[config.mk]
export PLATFORM = sky130hd
export DESIGN_NAME = current_sensor_can_frame_builder
export DESIGN_NICKNAME = d
export VERILOG_FILES = /design/src/rtl/cur_frame_pkg.sv /design/src/rtl/current_sensor_can_frame_builder.sv
export VERILOG_INCLUDE_DIRS = /design/src /design/src/rtl
export SDC_FILE = /design/constraint.sdc
export NUM_CORES = 1
export LEC_CHECK = 0
export BUFFER_PORTS_ARGS = -buffer_cell sky130_fd_sc_hd__buf_2
export CAP_MARGIN = 0
export CELL_PAD_IN_SITES_DETAIL_PLACEMENT = 0
export CELL_PAD_IN_SITES_GLOBAL_PLACEMENT = 1
export CORE_ASPECT_RATIO = 0.9
export CORE_MARGIN = 2
export CORE_UTILIZATION = 42
export DETAILED_ROUTE_END_ITERATION = 8
export GPL_ROUTABILITY_DRIVEN = 0
export PLACE_DENSITY_LB_ADDON = 0.12
export SLEW_MARGIN = 0
export SYNTH_ARGS = -nofsm -noshare
export SYNTH_HDL_FRONTEND = slang
export SYNTH_SLANG_ARGS = --single-unit
[constraint.sdc]
create_clock -name core_clk -period 5.5 [get_ports core_clk]
set_input_delay 0.275 -clock core_clk [delete_from_list [all_inputs] [get_ports core_clk]]
set_output_delay 0.275 -clock core_clk [all_outputs]
set_load 0.05 [all_outputs]
[src/rtl/cur_frame_consts.svh]
`ifndef CUR_FRAME_CONSTS_SVH
`define CUR_FRAME_CONSTS_SVH

// clock and frame timing
`define CLK_PERIOD_NS    5
`define FRAME_PERIOD_MS  10
`define NS_PER_MS        1000000
`define FRAME_CYCLES     (`FRAME_PERIOD_MS * `NS_PER_MS / `CLK_PERIOD_NS)
`define FAULT_TOLERANT_INTERVAL_MS          6500

// payload placement, msb positions (lsb for the checksum) in big-endian bit numbering
`define CRC_LSB          0
`define CRC_W            8
`define CTR_MSB          11
`define CTR_W            4
`define CUR_MSB          23
`define CUR_W            18
`define VCC_MSB          47
`define VCC_W            10
`define TMP_MSB          53
`define TMP_W            9
`define DIAG_MSB         60
`define DIAG_W           5
`define PAYLOAD_W        64
`define BYTE_W           8
`define PAYLOAD_BYTES    8

// transfer function: offset -800 A at 0.05 A per count
`define CUR_OFFSET_CODE  19'sh03E80
`define OVR_LIMIT_CODE   18'h03A98
`define VCC_HIGH_CODE    10'h20D
`define VCC_LOW_CODE     10'h1DB

// communication error history
`define COMM_ERR_LIMIT   4'hA
`define COMM_CLEAN_LIMIT 4'hA
`define CTR_RESET        4'h0

// end-to-end checksum
`define CRC_POLY         8'h1D
`define CRC_INIT         8'hFF
`define DATA_ID_DEFAULT  16'hF3CF

`endif

[src/rtl/cur_frame_pkg.sv]
package cur_frame_pkg;

    typedef struct packed {
        logic signed [17:0] current;
        logic        [9:0]  supply;
        logic        [8:0]  temperature;
    } meas_t;

    typedef struct packed {
        logic done;
        logic error;
    } tx_result_t;

    typedef struct packed {
        logic supplyErr;
        logic commErr;
        logic accuracyErr;
        logic generalErr;
        logic overrange;
    } diagnostic_flags_t;

    typedef struct packed {
        logic lostOverrangeDetection;
        logic lostAccuracyCheck;
        logic outsideAccuracy;
    } health_t;

endpackage

[src/rtl/current_sensor_can_frame_builder.sv]
// Behaviour
// - checksum, counter, current, supply at fixed bits
// - bit 56 set when current magnitude reaches 750 A
// - bit 57 set on lost detection function
// - bit 58 set outside accuracy limits
// - bit 59 after over ten consecutive errors
// - bit 60 when supply outside 4.75-5.25 V
// - code equals current plus 800 A, per 0.05
// - overrange at 750 A, never within 700
// - overrange reported in protected frame timely
// - current only in protected frames, flagged timely
// - checksum and counter follow protection profile
// - raw values unsigned, big-endian, scaled
`timescale 1ns/1ps
`default_nettype none
`include "cur_frame_consts.svh"

module current_sensor_can_frame_builder
    import cur_frame_pkg::*;
#(
    parameter int unsigned FRAME_CYCLES = `FRAME_CYCLES,
    parameter logic [15:0] DATA_ID      = `DATA_ID_DEFAULT
)
(
    input  wire logic                    core_clk,
    input  wire logic                    rst,
    input  wire meas_t                   meas,
    input  wire health_t                 health,
    input  wire tx_result_t              txResult,
    input  wire logic                    frameReady,
    output logic                         frameValid,
    output logic [`PAYLOAD_W-1:0]        frameData,
    output diagnostic_flags_t            diagFlags
);

    // write a field in big-endian order starting at its msb
    function automatic logic [`PAYLOAD_W-1:0] placeField(
        input logic [`PAYLOAD_W-1:0] p,
        input int                    msbPos,
        input logic [`CUR_W-1:0]     value,
        input int                    width
    );
        logic [`PAYLOAD_W-1:0] q;
        int                    pos;
        q   = p;
        pos = msbPos;
        for (int i = width - 1; i >= 0; i--)
        begin
            q[pos] = value[i];
            if (pos % `BYTE_W == 0)
                pos = pos + 2 * `BYTE_W - 1;
            else
                pos = pos - 1;
        end
        return q;
    endfunction

    function automatic logic [7:0] crcByte(
        input logic [7:0] c,
        input logic [7:0] b
    );
        logic [7:0] r;
        r = c ^ b;
        for (int i = 0; i < `BYTE_W; i++)
        begin
            if (r[7])
                r = {r[6:0], 1'b0} ^ `CRC_POLY;
            else
                r = {r[6:0], 1'b0};
        end
        return r;
    endfunction

    // data id low, data id high, then bytes 1..7
    function automatic logic [7:0] frameCrc(
        input logic [`PAYLOAD_W-1:0] p
    );
        logic [7:0] c;
        c = `CRC_INIT;
        c = crcByte(c, DATA_ID[7:0]);
        c = crcByte(c, DATA_ID[15:8]);
        for (int k = 1; k < `PAYLOAD_BYTES; k++)
            c = crcByte(c, p[k*`BYTE_W +: `BYTE_W]);
        return c;
    endfunction

    // frame period timer
    logic [31:0]            periodCnt_r;
    logic [31:0]            periodCnt_nxt;
    wire                    periodTick;

    // transfer function and magnitude
    wire  signed [18:0]     curSum;
    wire  [`CUR_W-1:0]      curCode;
    wire  [`CUR_W-1:0]      curMag;

    // diagnostics
    wire                    overNow;
    wire                    supplyNow;
    wire                    generalNow;
    wire                    accuracyNow;
    diagnostic_flags_t      diagNow;

    // communication error history
    wire                    txDone;
    wire                    txFail;
    logic [3:0]             errRun_r;
    logic [3:0]             errRun_nxt;
    logic [3:0]             cleanRun_r;
    logic [3:0]             cleanRun_nxt;
    logic                   commErr_r;
    logic                   commErr_nxt;

    // frame assembly
    logic [`CTR_W-1:0]      counter_r;
    logic [`CTR_W-1:0]      counter_nxt;
    wire  [`PAYLOAD_W-1:0]  ctrStage;
    wire  [`PAYLOAD_W-1:0]  curStage;
    wire  [`PAYLOAD_W-1:0]  vccStage;
    wire  [`PAYLOAD_W-1:0]  tmpStage;
    wire  [`PAYLOAD_W-1:0]  rawPayload;
    wire  [`PAYLOAD_W-1:0]  fullPayload;
    wire                    accepted;
    logic                   frameValid_r;
    logic                   frameValid_nxt;
    logic [`PAYLOAD_W-1:0]  frameData_r;
    logic [`PAYLOAD_W-1:0]  frameData_nxt;
    diagnostic_flags_t      diagFlags_r;
    diagnostic_flags_t      diagFlags_nxt;

    assign periodTick    = (periodCnt_r == FRAME_CYCLES - 1);
    assign periodCnt_nxt = periodTick ? 32'h0 : periodCnt_r + 32'h1;

    // code = (I - (-800 A)) / 0.05 A, clamped at zero
    assign curSum  = 19'(meas.current) + `CUR_OFFSET_CODE;
    assign curCode = curSum[18] ? '0 : curSum[`CUR_W-1:0];
    assign curMag  = meas.current[17] ? 18'(-meas.current)
                                      : 18'(meas.current);

    // threshold at 750 A, clear of the 700 A no-report band
    assign overNow   = (curMag >= `OVR_LIMIT_CODE);
    assign supplyNow = (meas.supply > `VCC_HIGH_CODE)
                     || (meas.supply < `VCC_LOW_CODE);
    // either lost self-check makes the general error
    assign generalNow  = health.lostOverrangeDetection
                       || health.lostAccuracyCheck;
    assign accuracyNow = health.outsideAccuracy;

    always_comb
    begin
        diagNow.overrange   = overNow;
        diagNow.generalErr  = generalNow;
        diagNow.accuracyErr = accuracyNow;
        diagNow.commErr     = commErr_r;
        diagNow.supplyErr   = supplyNow;
    end

    assign txDone = txResult.done;
    assign txFail = txResult.done && txResult.error;

    // consecutive error and clean-frame runs, both saturating
    always_comb
    begin
        errRun_nxt   = errRun_r;
        cleanRun_nxt = cleanRun_r;
        commErr_nxt  = commErr_r;
        if (txDone)
        begin
            if (txFail)
            begin
                if (errRun_r <= `COMM_ERR_LIMIT)
                    errRun_nxt = errRun_r + 4'h1;
                cleanRun_nxt = '0;
                if (errRun_r >= `COMM_ERR_LIMIT)
                    commErr_nxt = 1'b1;
            end
            else
            begin
                errRun_nxt = '0;
                if (cleanRun_r < `COMM_CLEAN_LIMIT)
                    cleanRun_nxt = cleanRun_r + 4'h1;
                if (cleanRun_r + 4'h1 >= `COMM_CLEAN_LIMIT)
                    commErr_nxt = 1'b0;
            end
        end
    end

    // field placement in stages, unused bits stay zero
    assign ctrStage   = placeField('0, `CTR_MSB,
                                   18'(counter_r), `CTR_W);
    assign curStage   = placeField(ctrStage, `CUR_MSB,
                                   curCode, `CUR_W);
    assign vccStage   = placeField(curStage, `VCC_MSB,
                                   18'(meas.supply), `VCC_W);
    assign tmpStage   = placeField(vccStage, `TMP_MSB,
                                   18'(meas.temperature), `TMP_W);
    assign rawPayload = placeField(tmpStage, `DIAG_MSB,
                                   18'(diagNow), `DIAG_W);

    // checksum over the finished fields goes into byte 0
    assign fullPayload = {rawPayload[`PAYLOAD_W-1:`CRC_W],
                          frameCrc(rawPayload)};

    assign accepted = frameValid_r && frameReady;

    // handshake and rolling counter
    always_comb
    begin
        frameValid_nxt = frameValid_r;
        counter_nxt    = counter_r;
        if (accepted)
        begin
            frameValid_nxt = 1'b0;
            counter_nxt    = counter_r + 4'h1;
        end
        if (periodTick)
            frameValid_nxt = 1'b1;
    end

    // a pending untaken frame is refreshed, keeping its counter
    always_comb
    begin
        frameData_nxt = frameData_r;
        diagFlags_nxt = diagFlags_r;
        if (periodTick)
        begin
            frameData_nxt = fullPayload;
            diagFlags_nxt = diagNow;
            if (accepted)
                frameData_nxt = {fullPayload[`PAYLOAD_W-1:`CTR_MSB+1],
                                 counter_nxt,
                                 fullPayload[`CTR_MSB-`CTR_W:0]};
        end
    end

    // counter changed after the checksum: recompute on that path
    logic [`PAYLOAD_W-1:0]  latchData;
    assign latchData = (periodTick && accepted)
                     ? {frameData_nxt[`PAYLOAD_W-1:`CRC_W],
                        frameCrc(frameData_nxt)}
                     : frameData_nxt;

    // frame period timer
    always_ff @(posedge core_clk or posedge rst)
    begin
        if (rst)
            periodCnt_r <= 32'h0;
        else
            periodCnt_r <= periodCnt_nxt;
    end

    // communication error history
    always_ff @(posedge core_clk or posedge rst)
    begin
        if (rst)
        begin
            errRun_r   <= 4'h0;
            cleanRun_r <= 4'h0;
            commErr_r  <= 1'b0;
        end
        else
        begin
            errRun_r   <= errRun_nxt;
            cleanRun_r <= cleanRun_nxt;
            commErr_r  <= commErr_nxt;
        end
    end

    // rolling counter and frame handshake
    always_ff @(posedge core_clk or posedge rst)
    begin
        if (rst)
        begin
            counter_r    <= `CTR_RESET;
            frameValid_r <= 1'b0;
        end
        else
        begin
            counter_r    <= counter_nxt;
            frameValid_r <= frameValid_nxt;
        end
    end

    // held frame and its diagnostic copy
    always_ff @(posedge core_clk or posedge rst)
    begin
        if (rst)
        begin
            frameData_r <= '0;
            diagFlags_r <= '0;
        end
        else
        begin
            frameData_r <= latchData;
            diagFlags_r <= diagFlags_nxt;
        end
    end

    assign frameValid = frameValid_r;
    assign frameData  = frameData_r;
    assign diagFlags  = diagFlags_r;

endmodule // current_sensor_can_frame_builder

`default_nettype wire

# [Word level (Yosys, flattened, before mapping)]
# Cells that the tools add are included.
[totals] in_bits=45 elab_cells=295 out_inout_bits=70 register_bits=115
[classes] order_cmp=7 add_sub_neg=6 n_bitwise=126 eq_ne=3 reduce_logical=12 n_mux=128
[op_table] cell="2-to-1 mux 5 bit" count=112
[op_table] cell="NOT 4 bit" count=113
[op_table] cell="XOR 8 bit" count=12
[op_table] cell="2-to-1 mux 64 bit" count=1
[op_table] cell="2-to-1 mux 18 bit" count=2
[op_table] cell="adder 32 x 1 -> 32 bit (second input constant)" count=1
[op_table] cell="== test 32 x 21 -> 1 bit (second input constant)" count=1
[op_table] cell="2-to-1 mux 32 bit" count=1
[op_table] cell="2-to-1 mux 4 bit" count=5
[op_table] cell="adder 18 x 15 -> 19 bit (second input constant)" count=1
[op_table] cell=">= comparator 18 x 14 -> 1 bit (second input constant)" count=1
[op_table] cell="negation 18 bit" count=1
[op_table] cell="adder 4 x 1 -> 4 bit (second input constant)" count=3
[op_table] cell="2-to-1 mux 12 bit" count=1
[op_table] cell="> comparator 10 bit (second input constant)" count=1
[op_table] cell="< comparator 10 x 9 -> 1 bit (second input constant)" count=1
[op_table] cell=">= comparator 4 bit (second input constant)" count=2
[op_table] cell="2-to-1 mux 8 bit" count=1
[op_table] cell="nonzero test 2 bit" count=4
[op_table] cell="2-to-1 mux 1 bit" count=5
[op_table] cell="<= comparator 4 bit (second input constant)" count=1
[op_table] cell="< comparator 4 bit (second input constant)" count=1
[op_table] cell="!= test 2 x 1 -> 1 bit (second input constant)" count=2
[op_table] cell="NOT 2 -> 4 bit" count=1
[op_table] cell="other kinds (4)" count=8

# [Logic depth before layout (Yosys ltp)]
# Gate-level depths: netlist of run 1.
[depth] word_depth=241 depth_mapped=19 mapped_depth_nobuf=18

# [Worst setup path before layout of run 1]
# OpenSTA, ideal clock, no wires.
[synth_path] kind="register to register" startpoint="register frameValid_r (netlist: frameValid)" endpoint="register frameData_r[3] (netlist: frameData[3])" t_arrival_ns=5.481 setup_time_ns=0.066 period_less_slack_ns=5.547 path_stages_with_launch=17 path_slack_ns=-0.047 t_required_ns=5.434 path_buffers=0 path_cell_list="dfrtp_1 -> nand2_1 -> mux2i_1 -> xnor3_1 -> xor2_1 -> or2_2 -> a21oi_1 -> xnor3_1 -> xnor3_1 -> xnor3_2 -> xnor3_2 -> xnor2_4 -> xnor3_2 -> xnor2_2 -> xnor3_1 -> o21ai_1 -> o21a_1"
[synth_via] elab_chain_cells=68 word_cells_on_any_way=123
[synth_lines] element="start, declared" line="current_sensor_can_frame_builder.sv:124" text="logic frameValid_r;"
[synth_lines] element="start signal, assigned" line="current_sensor_can_frame_builder.sv:280" text="frameValid_r <= frameValid_nxt;"
[synth_lines] element="logical AND 1 bit (*)" line="current_sensor_can_frame_builder.sv:204" text="assign accepted = frameValid_r && frameReady;"
[synth_lines] element="2-to-1 mux 4 bit" line="current_sensor_can_frame_builder.sv:211" text="if (accepted)"
[synth_lines] element="2-to-1 mux 12 bit" line="current_sensor_can_frame_builder.sv:229" text="if (accepted)"
[synth_lines] element="2-to-1 mux 64 bit" line="current_sensor_can_frame_builder.sv:225" text="if (periodTick)"
[synth_lines] element="NOT 4 bit (no source line)"
[synth_lines] element="NOT 4 bit (no source line) or 2-to-1 mux 5 bit (tied branches)"
[synth_lines] element="2-to-1 mux 5 bit or NOT 4 bit (tied branches)"
[synth_lines] element="2-to-1 mux 5 bit" line="current_sensor_can_frame_builder.sv:66" text="if (r[7])"
[synth_lines] element="[52 not listed]"
[synth_lines] element="2-to-1 mux 5 bit or NOT 4 bit (tied branches)"
[synth_lines] element="2-to-1 mux 5 bit" line="current_sensor_can_frame_builder.sv:66"
[synth_lines] element="2-to-1 mux 5 bit or NOT 4 bit (tied branches)"
[synth_lines] element="NOT 4 bit (no source line) or 2-to-1 mux 5 bit (tied branches)"
[synth_lines] element="2-to-1 mux 5 bit or NOT 4 bit (tied branches)"
[synth_lines] element="NOT 4 bit (no source line) or 2-to-1 mux 5 bit (tied branches)"
[synth_lines] element="2-to-1 mux 5 bit" line="current_sensor_can_frame_builder.sv:66"
[synth_lines] element="2-to-1 mux 8 bit" line="current_sensor_can_frame_builder.sv:238" text="assign latchData = (periodTick && accepted)"
[synth_lines] element="end signal, assigned" line="current_sensor_can_frame_builder.sv:294" text="frameData_r <= latchData;"
[synth_lines] element="end, declared" line="current_sensor_can_frame_builder.sv:126" text="logic [`PAYLOAD_W-1:0] frameData_r;"
# Every way passes the cells marked *; elsewhere a longest branch is shown, timed or not. The select of a mux whose other input is x is not followed.
# A chain may end at the register's enable or synchronous reset.

# [Worst setup path after layout of run 1]
[layout_path] startpoint="register periodCnt_r[29]" endpoint="register frameData_r[4] (netlist: frameData[4])"
[layout_via] elab_chain_cells=67 word_cells_on_any_way=123
[layout_lines] element="start, declared" line="current_sensor_can_frame_builder.sv:88" text="logic [31:0] periodCnt_r;"
[layout_lines] element="start signal, assigned" line="current_sensor_can_frame_builder.sv:249" text="periodCnt_r <= periodCnt_nxt;"
[layout_lines] element="== test 32 x 21 -> 1 bit (*)" line="current_sensor_can_frame_builder.sv:131" text="assign periodTick = (periodCnt_r == FRAME_CYCLES - 1);"
[layout_lines] element="2-to-1 mux 64 bit" line="current_sensor_can_frame_builder.sv:225"
[layout_lines] element="NOT 4 bit (no source line)"
[layout_lines] element="2-to-1 mux 5 bit" line="current_sensor_can_frame_builder.sv:66"
[layout_lines] element="NOT 4 bit (no source line)"
[layout_lines] element="2-to-1 mux 5 bit" line="current_sensor_can_frame_builder.sv:66"
[layout_lines] element="NOT 4 bit (no source line)"
[layout_lines] element="2-to-1 mux 5 bit" line="current_sensor_can_frame_builder.sv:66"
[layout_lines] element="[51 not listed]"
[layout_lines] element="2-to-1 mux 5 bit or NOT 4 bit (tied branches)"
[layout_lines] element="NOT 4 bit (no source line) or 2-to-1 mux 5 bit (tied branches)"
[layout_lines] element="2-to-1 mux 5 bit" line="current_sensor_can_frame_builder.sv:66"
[layout_lines] element="NOT 4 bit (no source line)"
[layout_lines] element="2-to-1 mux 5 bit" line="current_sensor_can_frame_builder.sv:66"
[layout_lines] element="NOT 4 bit (no source line)"
[layout_lines] element="2-to-1 mux 5 bit" line="current_sensor_can_frame_builder.sv:66"
[layout_lines] element="2-to-1 mux 8 bit" line="current_sensor_can_frame_builder.sv:238"
# Marked as above.

==> metrics.cfg, run 1 <==
[status]
status = completed

[place]
port-buffer-count = 114
dp_hpwl_microns = 21600
place_ws_ns = -0.0558
placed_area_sq_um = 11400

[timing]
skew_ns = 0.00702
final-setup-viol-count = 0
fmax_ghz = 0.189
fin_crit_ns = 5.29
hold_viol_final = 0
drv_slew = 0
fin_ws_ns = 0.206
worst_pin_slew_ns = 0.888
holdWs_ns = 0.0179
finalCritPeriodShare = 0.963
slew_headroom = 0.408

[worst_hold_path]
hold_path.class = primary input to async pin

[worst_setup_path]
crit_required_ns = 5.86
critPathCaptureType = flip-flop
ff2ff_setup_slack_ns = 0.21
crit_arrival_ns = 5.65
cp_top_family = XOR/XNOR gates
cp_slowest_cell = or4_1
cpMostUsedCell = xnor3_1
max_stage_delay_ns = 0.53
r2r_start = periodCnt_r[29]
r2r_cells = 17
startpoint_type = flip-flop
crit_type = flip-flop to flip-flop
crit_chain = or4_1, or3_1, buf_4, nor3_2, buf_4, nor2_1, a21oi_1, xor2_1, xnor3_2, xnor3_1, xnor3_1, xnor2_1, xnor3_1, xnor2_1, xnor3_1, o21ai_1, o21a_1
critPathBufInv = 2
timing.rr.end = frameData[4]
cp_max_fo = 13

[global_route]
grt_max_degree = 70
antenna_found_initial = 0
grt-ovfl-total = 0
grt_pass1_wl_microns = 43700
grt_usage = 0.225
grt_pass1_vias = 7654

[finish]
fin_nets = 1283
ff_latch_area_sq_um = 2880
syn2layout_area_growth_pct = 20.9
multiInputGateArea_sq_um = 6920
diodes = 0
fin_area_sq_um = 12100
n_fill_cell = 2226
drive_above_1_share = 0.208

[drt]
drt_wl_total_microns = 27300
ant_nets = 0
routedWlPerCell_microns = 17.7
drc_errors = 0
first_pass_iters = 4
viasPerCell = 5.02
drt_iter0_drc = 422
via_count = 7740

[power]
p_leak_nw = 5.55
power_density_nw_per_um2 = 839
ir_worst_vdd_v = 0.00332

[clocking]
cts_num_sinks = 115
cts_tree = yes
hold_buffers = 0
numCtsBuffers = 17
clk_pin_slew_ns = 0.06
htreeDepth = 4
clkLatencyLatePin_ns = 0.42
cts_max_path_buffers = 2
cts_root_buf = clkbuf_16

[yosys]
synth_compound_area_frac = 0.0787
netlist_area_sq_um = 10000
synth.most_common_cell = xnor2_1
synth_flop_cell = dfrtp_1
synth_top_area_frac = 0.287
synth_edf_count = 0
yosys_warnings = 0
yosysTopAreaCell = dfrtp_1
synth_mux_area_frac = 0.0176
syn-num-nets = 1114
synth_xor_area_frac = 0.429
ys_seq_elements = 115
synth_adder_area_share = 0.0125
syn_area_per_cell_sq_um = 9.47
yosys.area_share.simple = 0.147
synthCells = 1059
synth.area.top_cells = dfrtp_1, xnor2_1, xnor3_1, xor2_1, nand2_1
async_flop_share = 1.00
ys_seq_area_frac = 0.287
synth_top_family_by_area = XOR/XNOR gates
synth_cell_types = 61
ys_top_cells_by_count = xnor2_1, nand2_1, dfrtp_1

[die]
core_area_sq_um = 23400
ios = 115
dieWidth_microns = 167
die_h_microns = 151
rows = 53
start_util = 0.428
die_area_sq_um = 25100

[job]
max-cap-violations = 0

## state kept, by name, indices dropped and copies added, names as in the netlist, named ones only
name,flops
frameData,64
periodCnt_r,32
diagFlags,5
cleanRun_r,4
errRun_r,4
counter_r,2
commErr_r,1
frameValid,1
## report_power, final
part | total [mW] | internal, mW | switching, mW
Clock | 1.20 | 0.781 | 0.420
Combinational | 8.10 | 4.24 | 3.85
Sequential | 0.874 | 0.858 | 0.0161
Total | 10.2 | 5.88 | 4.29
## layout make-up
class / count / area share
Clock inverter: 13 / 0.0150
Inverter: 27 / 0.00856
Tap cell: 302 / 0.0312
Sequential cell: 115 / 0.237
Timing Repair Buffer: 195 / 0.0996
Clock buffer: 19 / 0.0374
Multi-Input combinational cell: 872 / 0.571
## per-layer routing
metal	up-vias	track usage	wire length (microns)
met3	12	0.0415	1290
met1	3719	0.340	14000
met5	-	0	0
met4	0	0.0388	156
met2	152	0.337	11900
li1	3857	-	-
## worst register-to-register path: stages, from the launching register on
cell,delay (ns)
dfrtp_1,0.40
or4_1,0.53
or3_1,0.41
buf_4,0.15
nor3_2,0.22
buf_4,0.27
nor2_1,0.09
a21oi_1,0.16
xor2_1,0.26
xnor3_2,0.30
xnor3_1,0.43
xnor3_1,0.47
xnor2_1,0.18
xnor3_1,0.42
xnor2_1,0.32
xnor3_1,0.37
o21ai_1,0.13
o21a_1,0.13
## worst max-delay path by stage
stage	start	to	slack, ns	cells after the start
after floorplan	meas[26]	frameData[4]	0.03	16
after global placement	meas[26]	frameData[3]	0.11	19
after detailed placement	meas[26]	frameData[3]	-0.06	19
after CTS	periodCnt_r[29]	frameData[3]	0.008	16
after global routing	flip-flop	frameData[3]	-0.004	19
final	periodCnt_r[29]	frameData[4]	0.21	17
## metrics by stage
step                      setup TNS, ns  cells  utilization  power, mW
after floorplan                       0   1059            -       6.73
after global placement                0   1509        0.488       8.90
after detailed placement        -0.0558   1509        0.488       8.89
after CTS                             0   1541        0.515       10.2
after global routing           -0.00395   1543        0.518       10.9
final                                 0   1543        0.518       10.2
## placed cells by master, fill, tap and decap left out, drive strengths merged, types with 14 or more instances in the layout
| cell type | count |
|---|---|
| buf | 195 |
| clkbuf | 19 |
| nor2 | 64 |
| nand3 | 33 |
| a21oi | 42 |
| and2 | 14 |
| nand2 | 146 |
| xor2 | 79 |
| xnor3 | 53 |
| o21ai | 53 |
| inv | 28 |
| xnor2 | 253 |
| dfrtp | 115 |
## cell families (layout without fill, tap and decap cells)
kind of cell / after synthesis / count (layout)
xor+xnor: 391 / 391
compound gates: 133 / 133
fa+ha+maj: 10 / 10
flops: 115 / 115
mux: 16 / 16
simple gates: 322 / 322
buf+inv: 72 / 254
## what timing repair did
item	4_1_cts	5_1_grt
buffers inserted	0	2
setup endpoints to repair	0	2
gates resized for setup	0	9
(Power assumes the default switching activity.)
==> run 2: changes to the inputs <==
--- a/config.mk
+++ b/config.mk
@@ -12,7 +12,7 @@
 export CELL_PAD_IN_SITES_GLOBAL_PLACEMENT = 1
 export CORE_ASPECT_RATIO = 0.9
 export CORE_MARGIN = 2
-export CORE_UTILIZATION = 42
+export CORE_UTILIZATION = 35
 export DETAILED_ROUTE_END_ITERATION = 8
 export GPL_ROUTABILITY_DRIVEN = 0
 export PLACE_DENSITY_LB_ADDON = 0.12
==> run 2 against run 1 <==
  * Wire length grew 6.1%
  * Combinational power shrank 2%
  * Flip-flop and latch count is the same
  * Power shrank 1.8%
  * Count of clock-buffer cells in the layout shrank 2
  * Clock skew grew 0.0065 ns
  * Final cell count grew 4.1%
  * Critical path depth grew 1
==> metrics.cfg, run 2 (synthesized netlist as in run 1, its figures left out) <==
[timing]
holdWs_ns = 0.112
slew_headroom = 0.276
rsz0062_at_grt = true
fin_crit_ns = 5.29
drv_slew = 0
skew_ns = 0.0135
finalCritPeriodShare = 0.962
worst_pin_slew_ns = 1.07
hold_viol_final = 0
final-setup-viol-count = 0
fmax_ghz = 0.189

[finish]
diodes = 0
final_common_cell = xnor2_1
largest_reg_flops = 64
drive_above_1_share = 0.208
syn2layout_area_growth_pct = 21.7
final_cell_mix = xnor2_1, nand2_1, dfrtp_1
multiInputGateArea_sq_um = 6930
fin_util = 0.434
fin_nets = 1288
n_fill_cell = 2786
ff_latch_area_sq_um = 2880

[clocking]
cts_root_buf = clkbuf_16
numCtsBuffers = 17
clkLatencyLatePin_ns = 0.43
cts_max_path_buffers = 2
cts_num_sinks = 115
cts_tree = yes
htreeDepth = 4
clk_pin_slew_ns = 0.06

[worst_setup_path]
cp_top_family = XOR/XNOR gates
cp_slowest_cell = xnor3_1
crit_chain = ha_1, nand4_1, xor2_1, buf_4, xnor3_1, xor2_1, or2_2, a21oi_1, xnor3_1, xnor3_1, xnor3_2, xnor3_2, xnor2_4, xnor3_2, xnor2_2, xnor3_1, o21ai_1, o21a_1
crit_required_ns = 5.86
crit_type = flip-flop to flip-flop
critPathCaptureType = flip-flop
startpoint_type = flip-flop
critPathBufInv = 1
max_stage_delay_ns = 0.47
cpMostUsedCell = xnor3_1
crit_arrival_ns = 5.65
cp_max_fo = 7

[die]
ios = 115
start_util = 0.357
die_h_microns = 165
core_area_sq_um = 28100
die_area_sq_um = 30000
rows = 58
dieWidth_microns = 182

[global_route]
grt_pass1_vias = 7808
grt_usage = 0.199
grt_pass1_wl_microns = 45300
grt-ovfl-total = 0
antenna_found_initial = 0
grt_max_degree = 85

[drt]
drt_wl_total_microns = 29000
viasPerCell = 4.84
routedWlPerCell_microns = 18.0
ant_nets = 0
drt_iter0_drc = 523
via_count = 7768
drc_errors = 0
first_pass_iters = 5

[power]
power_density_nw_per_um2 = 819
power_mw = 9.99
p_leak_nw = 5.56
ir_worst_vdd_v = 0.00191

[worst_hold_path]
hold_path.class = primary input to flip-flop

[status]
status = completed

[job]
max-cap-violations = 0

[place]
dp_hpwl_microns = 22500
port-buffer-count = 114

## run 2: worst reg2reg max path: stages (launching register included)
cell     delay, ns
dfrtp_1       0.44
ha_1          0.22
nand4_1       0.10
xor2_1        0.15
buf_4         0.21
xnor3_1       0.46
xor2_1        0.22
or2_2         0.31
a21oi_1       0.20
xnor3_1       0.47
xnor3_1       0.39
xnor3_2       0.39
xnor3_2       0.31
xnor2_4       0.21
xnor3_2       0.39
xnor2_2       0.19
xnor3_1       0.32
o21ai_1       0.12
o21a_1        0.12
## run 2: repair_timing
item | 4_1_cts | 5_1_grt
hold endpoints to repair | 34 | 0
buffers inserted | 0 | 1
hold buffers | 1 | 0
resized for setup | 0 | 7
endpoints found under the setup margin | 0 | 5
## run 2: where the power goes
group / leakage [nW] / internal [mW] / switching, mW
clock network: 0.281 / 0.679 / 0.470
registers: 1.32 / 0.857 / 0.0165
logic: 3.96 / 4.11 / 3.86
## run 2: layout make-up
class	count	area share
multi-input cells	872	0.568
flip-flops and latches	115	0.236
repair buffers	200	0.102
well taps	360	0.0369
clock buffers	17	0.0349
clock inverters	15	0.0139
inverters	27	0.00851
## run 2: metrics by stage
step                      area (sq um)  setup WS (ns)  cells  TNS [ns]
after floorplan                  10000         0.0282   1059         0
after global placement           11500         0.0826   1572         0
after detailed placement         11500        -0.0177   1572   -0.0177
after CTS                        12100         0.0462   1605         0
after global routing             12200        -0.0331   1606   -0.0388
final                            12200          0.211   1606         0
## run 2: metal layers
layer | global-route usage | share of wire | vias to the layer above | wire, microns
li1 | - | - | 3872 | -
met1 | 0.291 | 0.52 | 3750 | 15000
met2 | 0.311 | 0.44 | 135 | 12800
met3 | 0.0370 | 0.037 | 11 | 1070
met4 | 0.0367 | 0.0067 | 0 | 194
met5 | 0 | 0 | - | 0
## run 2: final timing paths
path	slack, ns	startpoint	cells after the start	endpoint
max	0.21	flip-flop	18	frameData[3]
min reg2reg	0.47	periodCnt_r[31]	1	periodCnt_r[31]
min in group asynchronous	0.50	rst	3	cleanRun_r[0]
max in group asynchronous	3.70	rst	4	async pin
min	0.11	frameReady	2	frameValid
max reg2reg	0.21	flip-flop	18	frameData[3]
==> run 3: changes to the inputs <==
--- a/config.mk
+++ b/config.mk
@@ -6,7 +6,6 @@
 export SDC_FILE = /design/constraint.sdc
 export NUM_CORES = 1
 export LEC_CHECK = 0
-export BUFFER_PORTS_ARGS = -buffer_cell sky130_fd_sc_hd__buf_2
 export CAP_MARGIN = 0
 export CELL_PAD_IN_SITES_DETAIL_PLACEMENT = 0
 export CELL_PAD_IN_SITES_GLOBAL_PLACEMENT = 1
@@ -14,6 +13,7 @@
 export CORE_MARGIN = 2
 export CORE_UTILIZATION = 35
 export DETAILED_ROUTE_END_ITERATION = 8
+export DONT_BUFFER_PORTS = 1
 export GPL_ROUTABILITY_DRIVEN = 0
 export PLACE_DENSITY_LB_ADDON = 0.12
 export SLEW_MARGIN = 0
==> run 3 against run 2 <==
  * Setup slack better by 0.0047 ns
  * First-iteration DRC count is 23% lower
  * Critical path depth is 1 higher
  * Largest power group unchanged
  * Die area unchanged
  * Global-route usage increased by 0.20 points
  * Worst hold slack worse by 0.086 ns
  * Core utilization shrank 1.7 points
  * Design area is 3.9% lower
  * Final cell count is 6.9% lower
  * Critical endpoint unchanged
  * Clock skew fell by 0.0012 ns
  * Fmax about the same
  * Wire length increased by 0.60%
==> metrics.cfg, run 3 (synthesized netlist as in run 1, its figures left out) <==
[clocking]
htreeDepth = 4
numCtsBuffers = 17
cts_num_sinks = 115
cts_max_path_buffers = 2
cts_tree = yes
cts_root_buf = clkbuf_16
clk_pin_slew_ns = 0.07
clkLatencyLatePin_ns = 0.43

[die]
rows = 58
core_area_sq_um = 28100
ios = 115
start_util = 0.357
die_h_microns = 165
dieWidth_microns = 182
die_area_sq_um = 30000

[timing]
final-setup-viol-count = 0
drv_slew = 0
holdWs_ns = 0.0264
fin_crit_ns = 5.28
slew_headroom = 0.371
fmax_ghz = 0.189
fin_tns_setup_ns = 0
worst_pin_slew_ns = 0.933
skew_ns = 0.0124
hold_viol_final = 0
finalCritPeriodShare = 0.961

[place]
port-buffer-count = 0
dp_hpwl_microns = 22400

[drt]
drc_errors = 0
first_pass_iters = 5
viasPerCell = 4.93
drt_wl_total_microns = 29200
routedWlPerCell_microns = 19.5
via_count = 7364
drt_iter0_drc = 405
ant_nets = 0

[worst_setup_path]
startpoint_type = flip-flop
r2r_cells = 19
cp_max_fo = 7
ff2ff_setup_slack_ns = 0.22
critPathCaptureType = flip-flop
crit_type = flip-flop to flip-flop
timing.rr.end = frameData[3]
crit_arrival_ns = 5.65
crit_required_ns = 5.87

[finish]
drive_above_1_share = 0.125
fin_nets = 1177
final_cell_mix = xnor2_1, nand2_1, dfrtp_1
diodes = 0
final_common_cell = xnor2_1
largest_reg_flops = 64
syn2layout_area_growth_pct = 16.9

[status]
status = completed

[worst_hold_path]
hold_path.class = primary input to flip-flop
hold_depth = 3
min_from = txResult[1]
worstHoldEndpoint = errRun_r[2]

[global_route]
grt_util_met3 = 0.0492
grt-ovfl-total = 0
grt_max_degree = 62
grt_util_met1 = 0.288
grt_pass1_wl_microns = 45400
grt_pass1_vias = 7486
busiest_layer = met2
antenna_found_initial = 0
grt_usage = 0.201
use_met2 = 0.310

[power]
power_mw = 9.29
p_leak_nw = 5.20
power_density_nw_per_um2 = 793
ir_worst_vdd_v = 0.00162

[job]
max-cap-violations = 0

[run 3: area by class of cell]
class	count	area, sq um
sequential	115	2880
clock buffer	17	425
clock inverter	15	194
inverter	27	104
timing repair buffer	89	711
fill	2801	16400
multi-input combinational	872	6960
tap	360	450
[run 3: critical path, stage by stage, from the launching register on]
cell and delay [ns]:
dfrtp_1 0.46, ha_1 0.23, nand4_1 0.10, xor2_1 0.15, buf_4 0.20, xnor3_1 0.45
xor2_1 0.21, or2_2 0.31, a21oi_1 0.17, xnor3_1 0.46, xnor3_1 0.39, xnor3_2 0.40
buf_4 0.18, xor2_4 0.21, xor2_2 0.24, xnor2_2 0.16, xnor3_1 0.26, xnor3_1 0.37
o21ai_1 0.13, o21a_1 0.13
[run 3: how the worst max path moves through the flow]
stage	endpoint	cells past startpoint	from	slack [ns]
after floorplan	frameData[4]	16	meas[26]	0.03
after global placement	frameData[4]	16	meas[26]	0.09
after detailed placement	frameData[4]	16	meas[26]	0.03
after CTS	frameData[3]	17	periodCnt_r[28]	0.06
after global routing	frameData[4]	15	periodCnt_r[28]	-0.02
final	frameData[3]	19	flip-flop	0.22
[run 3: metal layers]
| metal | vias to the layer above | wire length [microns] |
|---|---|---|
| met3 | 14 | 1570 |
| met4 | 0 | 223 |
| met1 | 3564 | 14500 |
| met5 | - | 0 |
| li1 | 3646 | - |
| met2 | 140 | 12800 |
[run 3: what timing repair did]
item	4_1_cts	5_1_grt
endpoints found under the setup margin	0	4
endpoints found under the hold margin	74	0
hold buffers	12	0
setup buffers	0	2
gates resized for setup	0	14
[run 3: report_power, final]
| group | switching (mW) | total [mW] | leakage, nW | internal [mW] |
|---|---|---|---|---|
| Combinational | 3.73 | 7.21 | 3.59 | 3.48 |
| Clock | 0.473 | 1.20 | 0.294 | 0.725 |
| Sequential | 0.0270 | 0.884 | 1.32 | 0.857 |
[run 3: stage by stage]
stage	area [sq um]	worst slack [ns]	util	cells
final	11700	0.215	0.417	1495
after CTS	11600	0.0614	0.414	1493
after detailed placement	10900	0.0250	0.388	1449
after global placement	10900	0.0883	0.388	1449
after floorplan	10000	0.0282	-	1059
after global routing	11700	-0.0200	0.417	1495
